===== config.mk =====
export PLATFORM = sky130hd
export DESIGN_NAME = pgr_power_reset_trip
export DESIGN_NICKNAME = d
export VERILOG_FILES = /design/src/pgr_pkg.sv /design/src/pgr_temp_mem.sv /design/src/pgr_power_reset_trip.sv
export SDC_FILE = /design/constraint.sdc
export NUM_CORES = 1
export LEC_CHECK = 0
export ABC_CLOCK_PERIOD_IN_PS = 5800
export BUFFER_PORTS_ARGS = -buffer_cell sky130_fd_sc_hd__buf_2
export CAP_MARGIN = 20
export CORE_MARGIN = 2
export CORE_UTILIZATION = 64
export CTS_CLUSTER_DIAMETER = 40
export DETAILED_ROUTE_END_ITERATION = 12
export PLACE_DENSITY = 0.88
export SYNTH_ARGS = -nofsm -noshare
export SYNTH_HDL_FRONTEND = slang
export SYNTH_SLANG_ARGS = --single-unit

===== constraint.sdc =====
create_clock -name ref_clk_in -period 5.8 [get_ports ref_clk_in]
set_input_delay 0.87 -clock ref_clk_in [delete_from_list [all_inputs] [get_ports ref_clk_in]]
set_output_delay 0.87 -clock ref_clk_in [all_outputs]
set_load 0.02 [all_outputs]

===== src/pgr_pkg.sv =====
package pgr_pkg;

	// ----------------------------------------
	// Memory module temperature table
	// ----------------------------------------
	localparam int unsigned MOD_COUNT = 8;
	localparam int unsigned TEMP_W    = 8;

	// ----------------------------------------
	// Reset values of the pins and controls
	// ----------------------------------------
	localparam logic SYNC_RST_VAL       = 1'h0;
	localparam logic TRIP_N_RST_VAL     = 1'h1;
	localparam logic CORE_RST_RST_VAL   = 1'h1;
	localparam logic INVAL_RST_VAL      = 1'h1;
	localparam logic STICKY_RST_RST_VAL = 1'h1;
	localparam logic HALT_RST_VAL       = 1'h0;
	localparam logic PLL_OFF_RST_VAL    = 1'h0;
	localparam logic CAUSE_RST_VAL      = 1'h0;
	localparam logic SEEN_RST_VAL       = 1'h0;
	localparam int unsigned SCAN_START  = 32'h0;

	// ----------------------------------------
	// Memory content at reset
	// ----------------------------------------
	localparam logic [7:0] TEMP_RST_VAL = 8'h00;

endpackage


===== src/pgr_temp_mem.sv =====
`timescale 1ns/100ps
module pgr_temp_mem #(
	parameter int unsigned DEPTH = pgr_pkg::MOD_COUNT,
	parameter int unsigned WIDTH = pgr_pkg::TEMP_W,
	parameter int unsigned AW    = $clog2(DEPTH)
)(
	input  wire logic             ref_clk_in,
	input  wire logic             rst_in,
	input  wire logic             wr_en_in,
	input  wire logic [AW-1:0]    wr_addr_in,
	input  wire logic [WIDTH-1:0] wr_data_in,
	input  wire logic [AW-1:0]    rd_addr_in,
	output logic      [WIDTH-1:0] rd_data_out
);

	// ----------------------------------------
	// State
	// ----------------------------------------
	typedef struct packed {
		logic [DEPTH-1:0][WIDTH-1:0] mem;
		logic [WIDTH-1:0]            rd;
	} pgr_mem_state_t;

	pgr_mem_state_t st_q;
	pgr_mem_state_t st_d;

	always_comb
	begin
		st_d = st_q;
		if (wr_en_in)
		begin
			st_d.mem[wr_addr_in] = wr_data_in;
		end
		// Read is registered from the stored table, so a write is seen by a read one cycle later
		st_d.rd = st_q.mem[rd_addr_in];
	end

	always_ff @(posedge ref_clk_in or posedge rst_in)
	begin
		if (rst_in)
		begin
			st_q <= '0;
		end
		else
		begin
			st_q <= st_d;
		end
	end

	assign rd_data_out = st_q.rd;

endmodule


===== src/pgr_power_reset_trip.sv =====
`timescale 1ns/100ps
module pgr_power_reset_trip #(
	parameter int unsigned MODS = pgr_pkg::MOD_COUNT,
	parameter int unsigned TW   = pgr_pkg::TEMP_W,
	parameter int unsigned AW   = $clog2(MODS)
)(
	input  wire logic          ref_clk_in,
	input  wire logic          rst_in,
	input  wire logic          power_good_in,
	input  wire logic          global_reset_in_n,
	input  wire logic          junction_hot_in,
	input  wire logic          mod_temp_valid_in,
	input  wire logic [AW-1:0] mod_temp_index_in,
	input  wire logic [TW-1:0] mod_temp_value_in,
	input  wire logic [TW-1:0] mod_crit_limit_in,
	output logic               thermal_trip_out_n,
	output logic               halt_exec_out,
	output logic               pll_shutdown_out,
	output logic               core_reset_out,
	output logic               cache_invalidate_out,
	output logic               sticky_reset_out,
	output logic               trip_cause_junction_out,
	output logic               trip_cause_memory_out
);

	// ----------------------------------------
	// State
	// ----------------------------------------
	typedef struct packed {
		logic            pg_s1;
		logic            pg_s2;
		logic            rstn_s1;
		logic            rstn_s2;
		logic [MODS-1:0] mod_seen;
		logic [AW-1:0]   scan_idx;
		logic            scan_vld;
		logic            trip_n;
		logic            halt;
		logic            pll_off;
		logic            core_rst;
		logic            inval;
		logic            sticky_rst;
		logic            cause_junc;
		logic            cause_mem;
	} pgr_state_t;

	pgr_state_t    st_q;
	pgr_state_t    st_d;
	logic [TW-1:0] mod_rd_data;

	// ----------------------------------------
	// Module temperature table
	// ----------------------------------------
	pgr_temp_mem #(
		.DEPTH (MODS),
		.WIDTH (TW),
		.AW    (AW)
	) u_temp_mem (
		.ref_clk_in  (ref_clk_in),
		.rst_in      (rst_in),
		.wr_en_in    (mod_temp_valid_in),
		.wr_addr_in  (mod_temp_index_in),
		.wr_data_in  (mod_temp_value_in),
		.rd_addr_in  (st_q.scan_idx),
		.rd_data_out (mod_rd_data)
	);

	// ----------------------------------------
	// Next state
	// ----------------------------------------
	logic pg_ok;
	logic reset_asserted;
	logic mem_hot;

	always_comb
	begin
		st_d           = st_q;
		pg_ok          = 1'b0;
		reset_asserted = 1'b0;
		mem_hot        = 1'b0;

		// ----------------------------------------
		// Pin synchronisers
		// ----------------------------------------
		// Pins from the platform, two flops before use
		st_d.pg_s1   = power_good_in;
		st_d.pg_s2   = st_q.pg_s1;
		st_d.rstn_s1 = global_reset_in_n;
		st_d.rstn_s2 = st_q.rstn_s1;

		// ----------------------------------------
		// Reset decode
		// ----------------------------------------
		// only a settled high level counts as good
		pg_ok = st_q.pg_s2;
		reset_asserted = ~st_q.rstn_s2 | ~pg_ok;

		// core state held, caches dropped unwritten
		st_d.core_rst = reset_asserted;
		st_d.inval    = reset_asserted;
		st_d.sticky_rst = ~pg_ok;

		// ----------------------------------------
		// Module scan
		// ----------------------------------------
		// Only entries the link has filled are trusted
		if (mod_temp_valid_in)
		begin
			st_d.mod_seen[mod_temp_index_in] = 1'b1;
		end

		// Round robin over the modules, one per cycle
		if (st_q.scan_idx == AW'(MODS - 1))
		begin
			st_d.scan_idx = '0;
		end
		else
		begin
			st_d.scan_idx = st_q.scan_idx + AW'(1);
		end
		st_d.scan_vld = st_q.mod_seen[st_q.scan_idx];

		// module over firmware critical limit
		// Unwritten entries stay untrusted and never trip
		mem_hot = st_q.scan_vld && (mod_rd_data > mod_crit_limit_in);

		// ----------------------------------------
		// Trip latch
		// ----------------------------------------
		// A hot sensor during reset is ignored; release re-arms
		// reset clears the latch, nothing sets it meanwhile
		if (reset_asserted)
		begin
			st_d.trip_n     = 1'b1;
			st_d.cause_junc = 1'b0;
			st_d.cause_mem  = 1'b0;
		end
		else
		begin
			if (junction_hot_in)
			begin
				st_d.trip_n     = 1'b0;
				st_d.cause_junc = 1'b1;
			end
			if (mem_hot)
			begin
				st_d.trip_n    = 1'b0;
				st_d.cause_mem = 1'b1;
			end
		end

		// ----------------------------------------
		// Trip consequences
		// ----------------------------------------
		// halt and stop PLLs while tripped
		st_d.halt    = ~st_d.trip_n;
		st_d.pll_off = ~st_d.trip_n;
	end

	// ----------------------------------------
	// Registers
	// ----------------------------------------
	always_ff @(posedge ref_clk_in or posedge rst_in)
	begin
		if (rst_in)
		begin
			st_q            <= '0;
			st_q.pg_s1      <= pgr_pkg::SYNC_RST_VAL;
			st_q.pg_s2      <= pgr_pkg::SYNC_RST_VAL;
			st_q.rstn_s1    <= pgr_pkg::SYNC_RST_VAL;
			st_q.rstn_s2    <= pgr_pkg::SYNC_RST_VAL;
			st_q.mod_seen   <= {MODS{pgr_pkg::SEEN_RST_VAL}};
			st_q.scan_idx   <= AW'(pgr_pkg::SCAN_START);
			st_q.scan_vld   <= pgr_pkg::SEEN_RST_VAL;
			st_q.trip_n     <= pgr_pkg::TRIP_N_RST_VAL;
			st_q.halt       <= pgr_pkg::HALT_RST_VAL;
			st_q.pll_off    <= pgr_pkg::PLL_OFF_RST_VAL;
			st_q.core_rst   <= pgr_pkg::CORE_RST_RST_VAL;
			st_q.inval      <= pgr_pkg::INVAL_RST_VAL;
			st_q.sticky_rst <= pgr_pkg::STICKY_RST_RST_VAL;
			st_q.cause_junc <= pgr_pkg::CAUSE_RST_VAL;
			st_q.cause_mem  <= pgr_pkg::CAUSE_RST_VAL;
		end
		else
		begin
			st_q <= st_d;
		end
	end

	// ----------------------------------------
	// Outputs
	// ----------------------------------------
	// trip output is active low
	assign thermal_trip_out_n      = st_q.trip_n;
	// Platform cuts supplies on seeing the trip pin
	assign halt_exec_out           = st_q.halt;
	assign pll_shutdown_out        = st_q.pll_off;
	assign core_reset_out          = st_q.core_rst;
	assign cache_invalidate_out    = st_q.inval;
	assign sticky_reset_out        = st_q.sticky_rst;
	assign trip_cause_junction_out = st_q.cause_junc;
	assign trip_cause_memory_out   = st_q.cause_mem;

endmodule


-- Yosys cells after proc, flatten, opt, wreduce, memory -nomap -nowiden
Index checks and enable logic that the tools add are counted.
W data, S select, Z words.
- output and inout port bits: 8
- input bits: 25
- word-level logic and storage cells: 53
- flip-flop bits (word level): 94
- $lt $le $gt $ge: 4
- bitwise logic cells: 5
- reduce and logical (&&, ||, !) cells: 4
- add/subtract/negate cells: 1
- muxes and demuxes: 16
- equality and inequality tests: 1
- operators by type and width (operator ; number):
    $bwmux W64 ; 1
    $bmux W8 S3 ; 1
    $demux W8 S3 ; 1
    $mux W8 ; 2
    $gt A8 B8 Y1 ; 1
    $lt A3 B4 Y1 const B ; 2
    $or A8 B8 Y8 ; 1
    $mux W1 ; 7
    $reduce_bool A2 Y1 ; 2
    $add A3 B1 Y3 const B ; 1
    $bmux W1 S3 ; 1
    $demux W1 S3 ; 1
    $eq A3 B3 Y1 const B ; 1
    $ge A3 B1 Y1 const B ; 1
    $mux W3 ; 1
    $not A1 Y1 ; 3
    $logic_and A1 B1 Y1 ; 2
    $mux W2 ; 1
    $or A1 B1 Y1 ; 1

-- Depth between registers and ports, before layout
Gate-level depths: netlist (run 1).
- depth in word-level cells: 5
- mapped depth: 6
- gate-level depth less buffers: 6

-- By module
From an unflattened synthesis (run 1), not the netlist that was laid out.
- cell total of the unflattened synthesis: 271
- area, all modules: 4282.9 um^2
- modules (own cells, without submodules) (module ; sequential area each (um^2) ; area each (um^2) ; instances ; cells an instance):
    pgr_temp_mem ; 1801.7 ; 3263.1 ; 1 ; 189
    pgr_power_reset_trip ; 554.3 ; 1019.7 ; 1 ; 82

-- Worst setup path before layout (run 1)
Ideal clock, no wire load.
- kind: input to register
- start point: input port mod_temp_index_in[1]
- end point: register u_temp_mem.st_q[16] (netlist name)
- data required time: 5.675 ns
- data arrival time: 1.894 ns
- path buffers: 1
- path slack: 3.781 ns
- setup time: 0.125 ns
- stages: 4
- cells stage by stage: buf_2 > nand2b_4 > nor3b_4 > mux2_2
- longest elaborated chain between the ends: 5
- elaborated cells on any way between the ends: 6
- those cells by class: order compare: 2; mux: 3; reduce/logical: 1
- RTL lines (item ; RTL line ; text):
    from (decl) ; pgr_power_reset_trip.sv:13 ; input wire logic [AW-1:0] mod_temp_index_in,
    $lt A3 B4 Y1 (not written as such) or $ge A3 B1 Y1 (tied branches) ; pgr_temp_mem.sv:32 ; st_d.mem[wr_addr_in] = wr_data_in;
    $logic_and A1 B1 Y1 (not written as such) ; pgr_temp_mem.sv:32 ;
    $mux W8 (not written as such) ; pgr_temp_mem.sv:32 ;
    $demux W8 S3 (*) ; -- ;
    $bwmux W64 (*) ; pgr_temp_mem.sv:32 ;
    to (signal assigned) ; pgr_temp_mem.sv:46 ; st_q <= st_d;
    to (decl) ; pgr_temp_mem.sv:24 ; pgr_mem_state_t st_q;
Mark *: on every way between the ends. The rest lies on a longest branch, timed or not.
A chain may end at the register's enable or synchronous reset.

-- Final worst setup path (run 1)
- start point: input port mod_temp_index_in[2]
- end point: register u_temp_mem.st_q[26] (netlist name)
Same word-level chain as after synthesis.

==> flow_metrics.tcl, run 1 <==
set metrics [dict create \
    power.leakage_uw 0.002025 \
    final_nets 326 \
    worstSetupStartpointType "input pin" \
    tightest_slew_ns 0.9539 \
    wl_per_cell_um 20.17 \
    fin_worst_skew_ns 0.008414 \
    holdCritStartpoint "st_d[22]$_DFF_PP0_" \
    wl_um 7525 \
    cpPeakStageDelay_ns 0.80 \
    overflow 0 \
    htreeDepth 3 \
    cts_tree "yes" \
    clkTransAtPathRegs_ns 0.08 \
    antenna_found_initial 0 \
    rows 29 \
    regToRegStartpoint "st_q[9]$_DFF_PP0_" \
    stdcell_area_mm2 0.004572 \
    slew_viol_final 0 \
    cts_root_buf "clkbuf_8" \
    grt.total_usage 0.2312 \
    synth_nets 292 \
    synth.area.top_cells "dfrtp_1 (54%), mux2_2 (17%), mux4_1 (5.6%)" \
    io_pins 33 \
    period_needed_ns 2.023 \
    hold_path_depth 0 \
    ys_types 33 \
    timing.final.crit_share 0.3487 \
    grt_pass1_vias 2385 \
    cts_resized 0 \
    numClockSinks 94 \
    grt_first_pass_wirelength_um 12340 \
    critPathArrivalTime_ns 2.26 \
    placed_area_mm2 0.004375 \
    clk_latency_ns 0.36 \
    worstPathCellList "buf_2, nor3_2, mux2_2" \
    status "finished clean" \
    worst-path-buf-inv 1 \
    critPathKind "input pin to flip-flop" \
    syn_inst 257 \
    relSlewSlack 0.3606 \
    cap_violations 0 \
    worst-r2r-setup-slack_ns 3.90 \
    area_growth_pct 9.107 \
    place_ws_ns 3.406 \
    portBuffers 32 \
    layout_common_cells "dfrtp_1 (91), mux2_2 (64), buf_2 (32)" \
    rr_worst_depth 3 \
    ys_seq_area_frac 0.5623 \
    dr.pass1.iters 4 \
    syn-cell-area_mm2 0.004190 \
    syn_avg_cell_area_um2 16.30 \
    gp_congestion 0.8338 \
    endpoint_kind "flip-flop" \
    final_util 0.7200 \
    worstPathMaxFanout 9 \
    yosys_warnings 0 \
    ir_worst_vdd_mv 0.2125 \
    ys_ff_latch 94 \
    hold_class "flip-flop to flip-flop" \
    worstPathRequired_ns 6.04 \
    drc_errors 0 \
    die_w_um 84.92 \
    grt_max_degree 63 \
    rsz0062_at_grt "no" \
    hpwl_um 4766 \
    setup_violations 0 \
    cts_buffer_depth 2 \
    powerDensity_mw_per_mm2 321.4 \
    initial_utilization 0.6599 \
    reg2reg_to "u_temp_mem.rd_data_out[5]$_DFF_PP0_" \
    die-area_mm2 0.007211 \
    layout.cells.most_common "dfrtp_1" \
    vias 2281 \
    setup_slack_ns 3.777 \
    core_mm2 0.006350 \
    p_total_uw 1469 \
    fmax_mhz 494.4 \
    hold_end "pg_ok$_DFF_PP0_" \
    drive_above_1_share 0.4797 \
    final_antenna_net_count 0 \
    numCtsBuffers 9 \
    post_cts_buffers 0 \
    hold_viol 0 \
    synth.largest_area_cell "dfrtp_1" \
    drt_iter0_markers 173 \
    via_per_inst 6.115 \
    fillers 411 \
    synth_top_area_share 0.5434 \
    slowest_stage "nor3_2" \
    critical-path-top-delay-family "simple AND/OR/NAND/NOR gates" \
    setup_tns_ns 0 \
    holdBufCountCts 0 \
    n_antenna_cell 0 \
    die_y_um 84.92 \
]
## synthesized netlist by cell type (all sizes together)
library cell  number
a211o              1
a211oi             1
a21o               1
a21oi              3
a221oi             1
and3b              1
buf               10
clkbuf             1
dfrtp             91
dfstp              3
ha                10
inv               11
mux2              73
mux4              18
nand2              3
nand2b             5
nand4              3
nand4b             3
nor2               4
nor2b              2
nor3               2
nor3b              3
o211ai             1
o21ai              2
or2                4
## worst max path at each step
stage,startpoint,end,slack (ns),cells after the start
global placement,mod_temp_index_in[2],u_temp_mem.st_q[26]$_DFFE_PP0P_,3.45,3
CTS,st_q[9]$_DFF_PP0_,u_temp_mem.rd_data_out[5]$_DFF_PP0_,3.52,2
global route,mod_temp_index_in[2],u_temp_mem.st_q[31]$_DFFE_PP0P_,3.75,3
floorplan,rst_in,pg_ok$_DFF_PP0_,2.49,1
detailed placement,mod_temp_index_in[2],u_temp_mem.st_q[31]$_DFFE_PP0P_,3.41,3
finish,mod_temp_index_in[2],u_temp_mem.st_q[26]$_DFFE_PP0P_,3.78,3
## flip-flops by register name, indices dropped and copies added (netlist names)
name and flops:
cache_invalidate_out 1, pg_ok 1, pll_shutdown_out 1, st_d 2
st_q 13, sticky_reset_out 1, thermal_trip_out_n 1, trip_cause_junction_out 1
trip_cause_memory_out 1, u_temp_mem.rd_data_out 8, u_temp_mem.st_q 64
## report_power, final
group          switching (µW)  internal [µW]
clock network             216            168
registers                56.0            774
logic                    97.6            158
total                     370           1100
## cell type report
type                            count  area [µm²]  share of cell area
Clock inverter                      3       20.02            0.004379
Multi-Input combinational cell    141        1713              0.3747
Inverter                           11       42.54            0.009305
Sequential cell                    94        2356              0.5153
Clock buffer                       13       148.9             0.03257
Tap cell                           77       96.34             0.02107
Timing Repair Buffer               34       195.2             0.04269
## routing by layer
metal | track usage | share of wire
met1 | 0.3248 | 0.44
met2 | 0.3608 | 0.48
met3 | 0.04767 | 0.060
met4 | 0.09380 | 0.023
met5 | 0 | 0
## stage by stage
step	hold WS [ns]	std cells
floorplan	0.3312	257
global placement	0.3334	356
detailed placement	0.3511	356
CTS	0.3617	372
global route	0.3678	373
finish	0.3605	373
## cell families after synthesis
logic type                 share of synthesized area
buffers and inverters                        0.02896
and+or+nand+nor                              0.05434
DFF                                           0.5623
adders and majority gates                    0.02986
AOI/OAI and AO/OA                            0.01553
muxes                                         0.3090
Power figures use the tool's default switching activity.
==> inputs of run 2 (changes only) <==
Settings changed: ABC_CLOCK_PERIOD_IN_PS 5800 to 2090, CORE_UTILIZATION 64 to 59, PLACE_DENSITY 0.88 to 0.83.
Clock period 5.8 ns to 2.09 ns, I/O delays scaled along.
==> run 2 against run 1 <==
Net effect:
- via count fell by 0.96%
- final area rose by 2.4%
- count of clock-buffer cells in the layout fell by 4
- clock power rose to 3.2 times the previous value
- setup slack got worse by 3.3 ns
- combinational power rose to 2.8 times the previous value
- non-clock buffer count rose by 6
- total power rose to 2.9 times the previous value
- cell count rose by 6.7%
- worst hold slack got worse by 0.32 ns
- clock skew barely moved
- die area rose by 8.1%
- highest routed layer unchanged
==> flow_metrics.tcl, run 2 (synthesis results as in run 1) <==
set metrics [dict create \
    cts_resized 0 \
    cp-startpoint "st_q[9]$_DFF_PP0_" \
    grt_pass1_vias 2308 \
    worst-r2r-setup-slack_ns 0.50 \
    post_cts_buffers 0 \
    clk_latency_ns 0.37 \
    setup_tns_ns 0 \
    drc_errors 0 \
    via_per_inst 5.676 \
    worstPathRequired_ns 2.34 \
    n_antenna_cell 0 \
    cap_violations 0 \
    grt_max_degree 95 \
    period_needed_ns 1.591 \
    numCtsBuffers 9 \
    critPathKind "flip-flop to flip-flop" \
    drive_above_1_share 0.5000 \
    status "finished clean" \
    slew_viol_final 0 \
    antenna_found_initial 0 \
    finalNonFillerCells 398 \
    drt_iter0_markers 119 \
    power.leakage_uw 0.002073 \
    clkTransAtPathRegs_ns 0.10 \
    dr.pass1.iters 4 \
    endpoint_kind "flip-flop" \
    powerDensity_mw_per_mm2 905.2 \
    dpl.cell_count 382 \
    core_mm2 0.006832 \
    final_antenna_net_count 0 \
    timing.final.crit_share 0.7612 \
    hold_class "input pin to flip-flop" \
    holdBufCountCts 0 \
    stdcell_area_mm2 0.004683 \
    vias 2259 \
    holdCritStartpoint "power_good_in" \
    grt.total_usage 0.2082 \
    portBuffers 32 \
    hold_viol 0 \
    worstSetupStartpointType "flip-flop" \
    io_pins 33 \
    regToRegStartpoint "st_q[9]$_DFF_PP0_" \
    regMostFlops "u_temp_mem.st_q" \
    area_growth_pct 11.76 \
    die_w_um 88.28 \
    wl_per_cell_um 18.28 \
    hpwl_um 4788 \
    die_y_um 88.28 \
    cts_root_buf "clkbuf_8" \
    fin_worst_skew_ns 0.008435 \
    relSlewSlack 0.5704 \
    cts_buffer_depth 2 \
    gp_congestion 0.7695 \
    overflow 0 \
    critPathArrivalTime_ns 1.84 \
    layout_common_cells "dfrtp_1 (91), mux2_2 (64), buf_2 (32)" \
    cts_tree "yes" \
    numClockSinks 94 \
    setup_violations 0 \
    placed_area_mm2 0.004479 \
    ir_worst_vdd_mv 0.4533 \
    worstPathMaxFanout 20 \
    final_nets 332 \
    rows 30 \
    initial_utilization 0.6134 \
    largest_reg_flops 64 \
    layout.cells.most_common "dfrtp_1" \
    fmax_mhz 628.5 \
    wl_um 7274 \
    rsz0062_at_grt "no" \
    tightest_slew_ns 0.6444 \
    grt_first_pass_wirelength_um 11660 \
    die-area_mm2 0.007792 \
    htreeDepth 3 \
]
-- run 2: changes by cell type in the layout (fill, tap and decap cells not counted) --
cell / before / now
buf_4: 1 / 6
clkbuf_1: 3 / 0
buf_12: 0 / 2
inv_6: 0 / 2
buf_16: 1 / 0
bufinv_16: 0 / 1
clkbuf_8: 10 / 9
clkinv_2: 2 / 1
clkinv_4: 0 / 1
inv_8: 0 / 1
-- run 2: where the power goes --
| group | internal, µW | switching, µW |
|---|---|---|
| clock | 569 | 661 |
| sequential | 2150 | 158 |
| combinational | 443 | 261 |
| total | 3160 | 1080 |
-- run 2: through the flow --
step | worst slack (ns) | total power [µW] | util | hold slack, ns
global placement | 0.4476 | 2998 | 0.6557 | 0.3344
CTS | 0.4717 | 4279 | 0.6855 | 0.03057
finish | 0.4990 | 4239 | 0.6855 | 0.04516
global route | 0.4279 | 4445 | 0.6855 | 0.03433
floorplan | 0.5896 | 2849 | - | 0.3312
detailed placement | 0.4006 | 3057 | 0.6557 | 0.3426
-- run 2: worst max-delay path, cell delays in order (launching register included) --
cell,delay (ns)
dfrtp_1,0.39
buf_12,0.20
mux4_1,0.58
mux2_4,0.30
-- run 2: routing by layer --
metal | vias to the layer above | track usage | wire length, µm
li1 | 1030 | - | -
met1 | 1165 | 0.2741 | 3262
met2 | 49 | 0.3397 | 3612
met3 | 15 | 0.03358 | 221
met4 | 0 | 0.1061 | 178
met5 | - | 0 | 0
-- run 2: layout make-up --
| cell class | instances | area [µm²] |
|---|---|---|
| inverter | 11 | 45.04 |
| multi-input combinational | 141 | 1713 |
| fill | 485 | 2148 |
| tap | 96 | 120.1 |
| clock buffer | 9 | 123.9 |
| timing repair buffer | 40 | 245.2 |
| sequential | 94 | 2356 |
| clock inverter | 7 | 80.08 |
-- run 2: worst paths after layout --
kind	endpoint	cells past startpoint
setup reg to reg	u_temp_mem.rd_data_out[3]$_DFF_PP0_	3
min in group asynchronous	u_temp_mem.st_q[62]$_DFFE_PP0P_	3
setup / recovery	u_temp_mem.rd_data_out[3]$_DFF_PP0_	3
hold reg to reg	pg_ok$_DFF_PP0_	0
hold / removal	st_d[22]$_DFF_PP0_	1
max in group asynchronous	u_temp_mem.st_q[67]$_DFFE_PP0P_	3
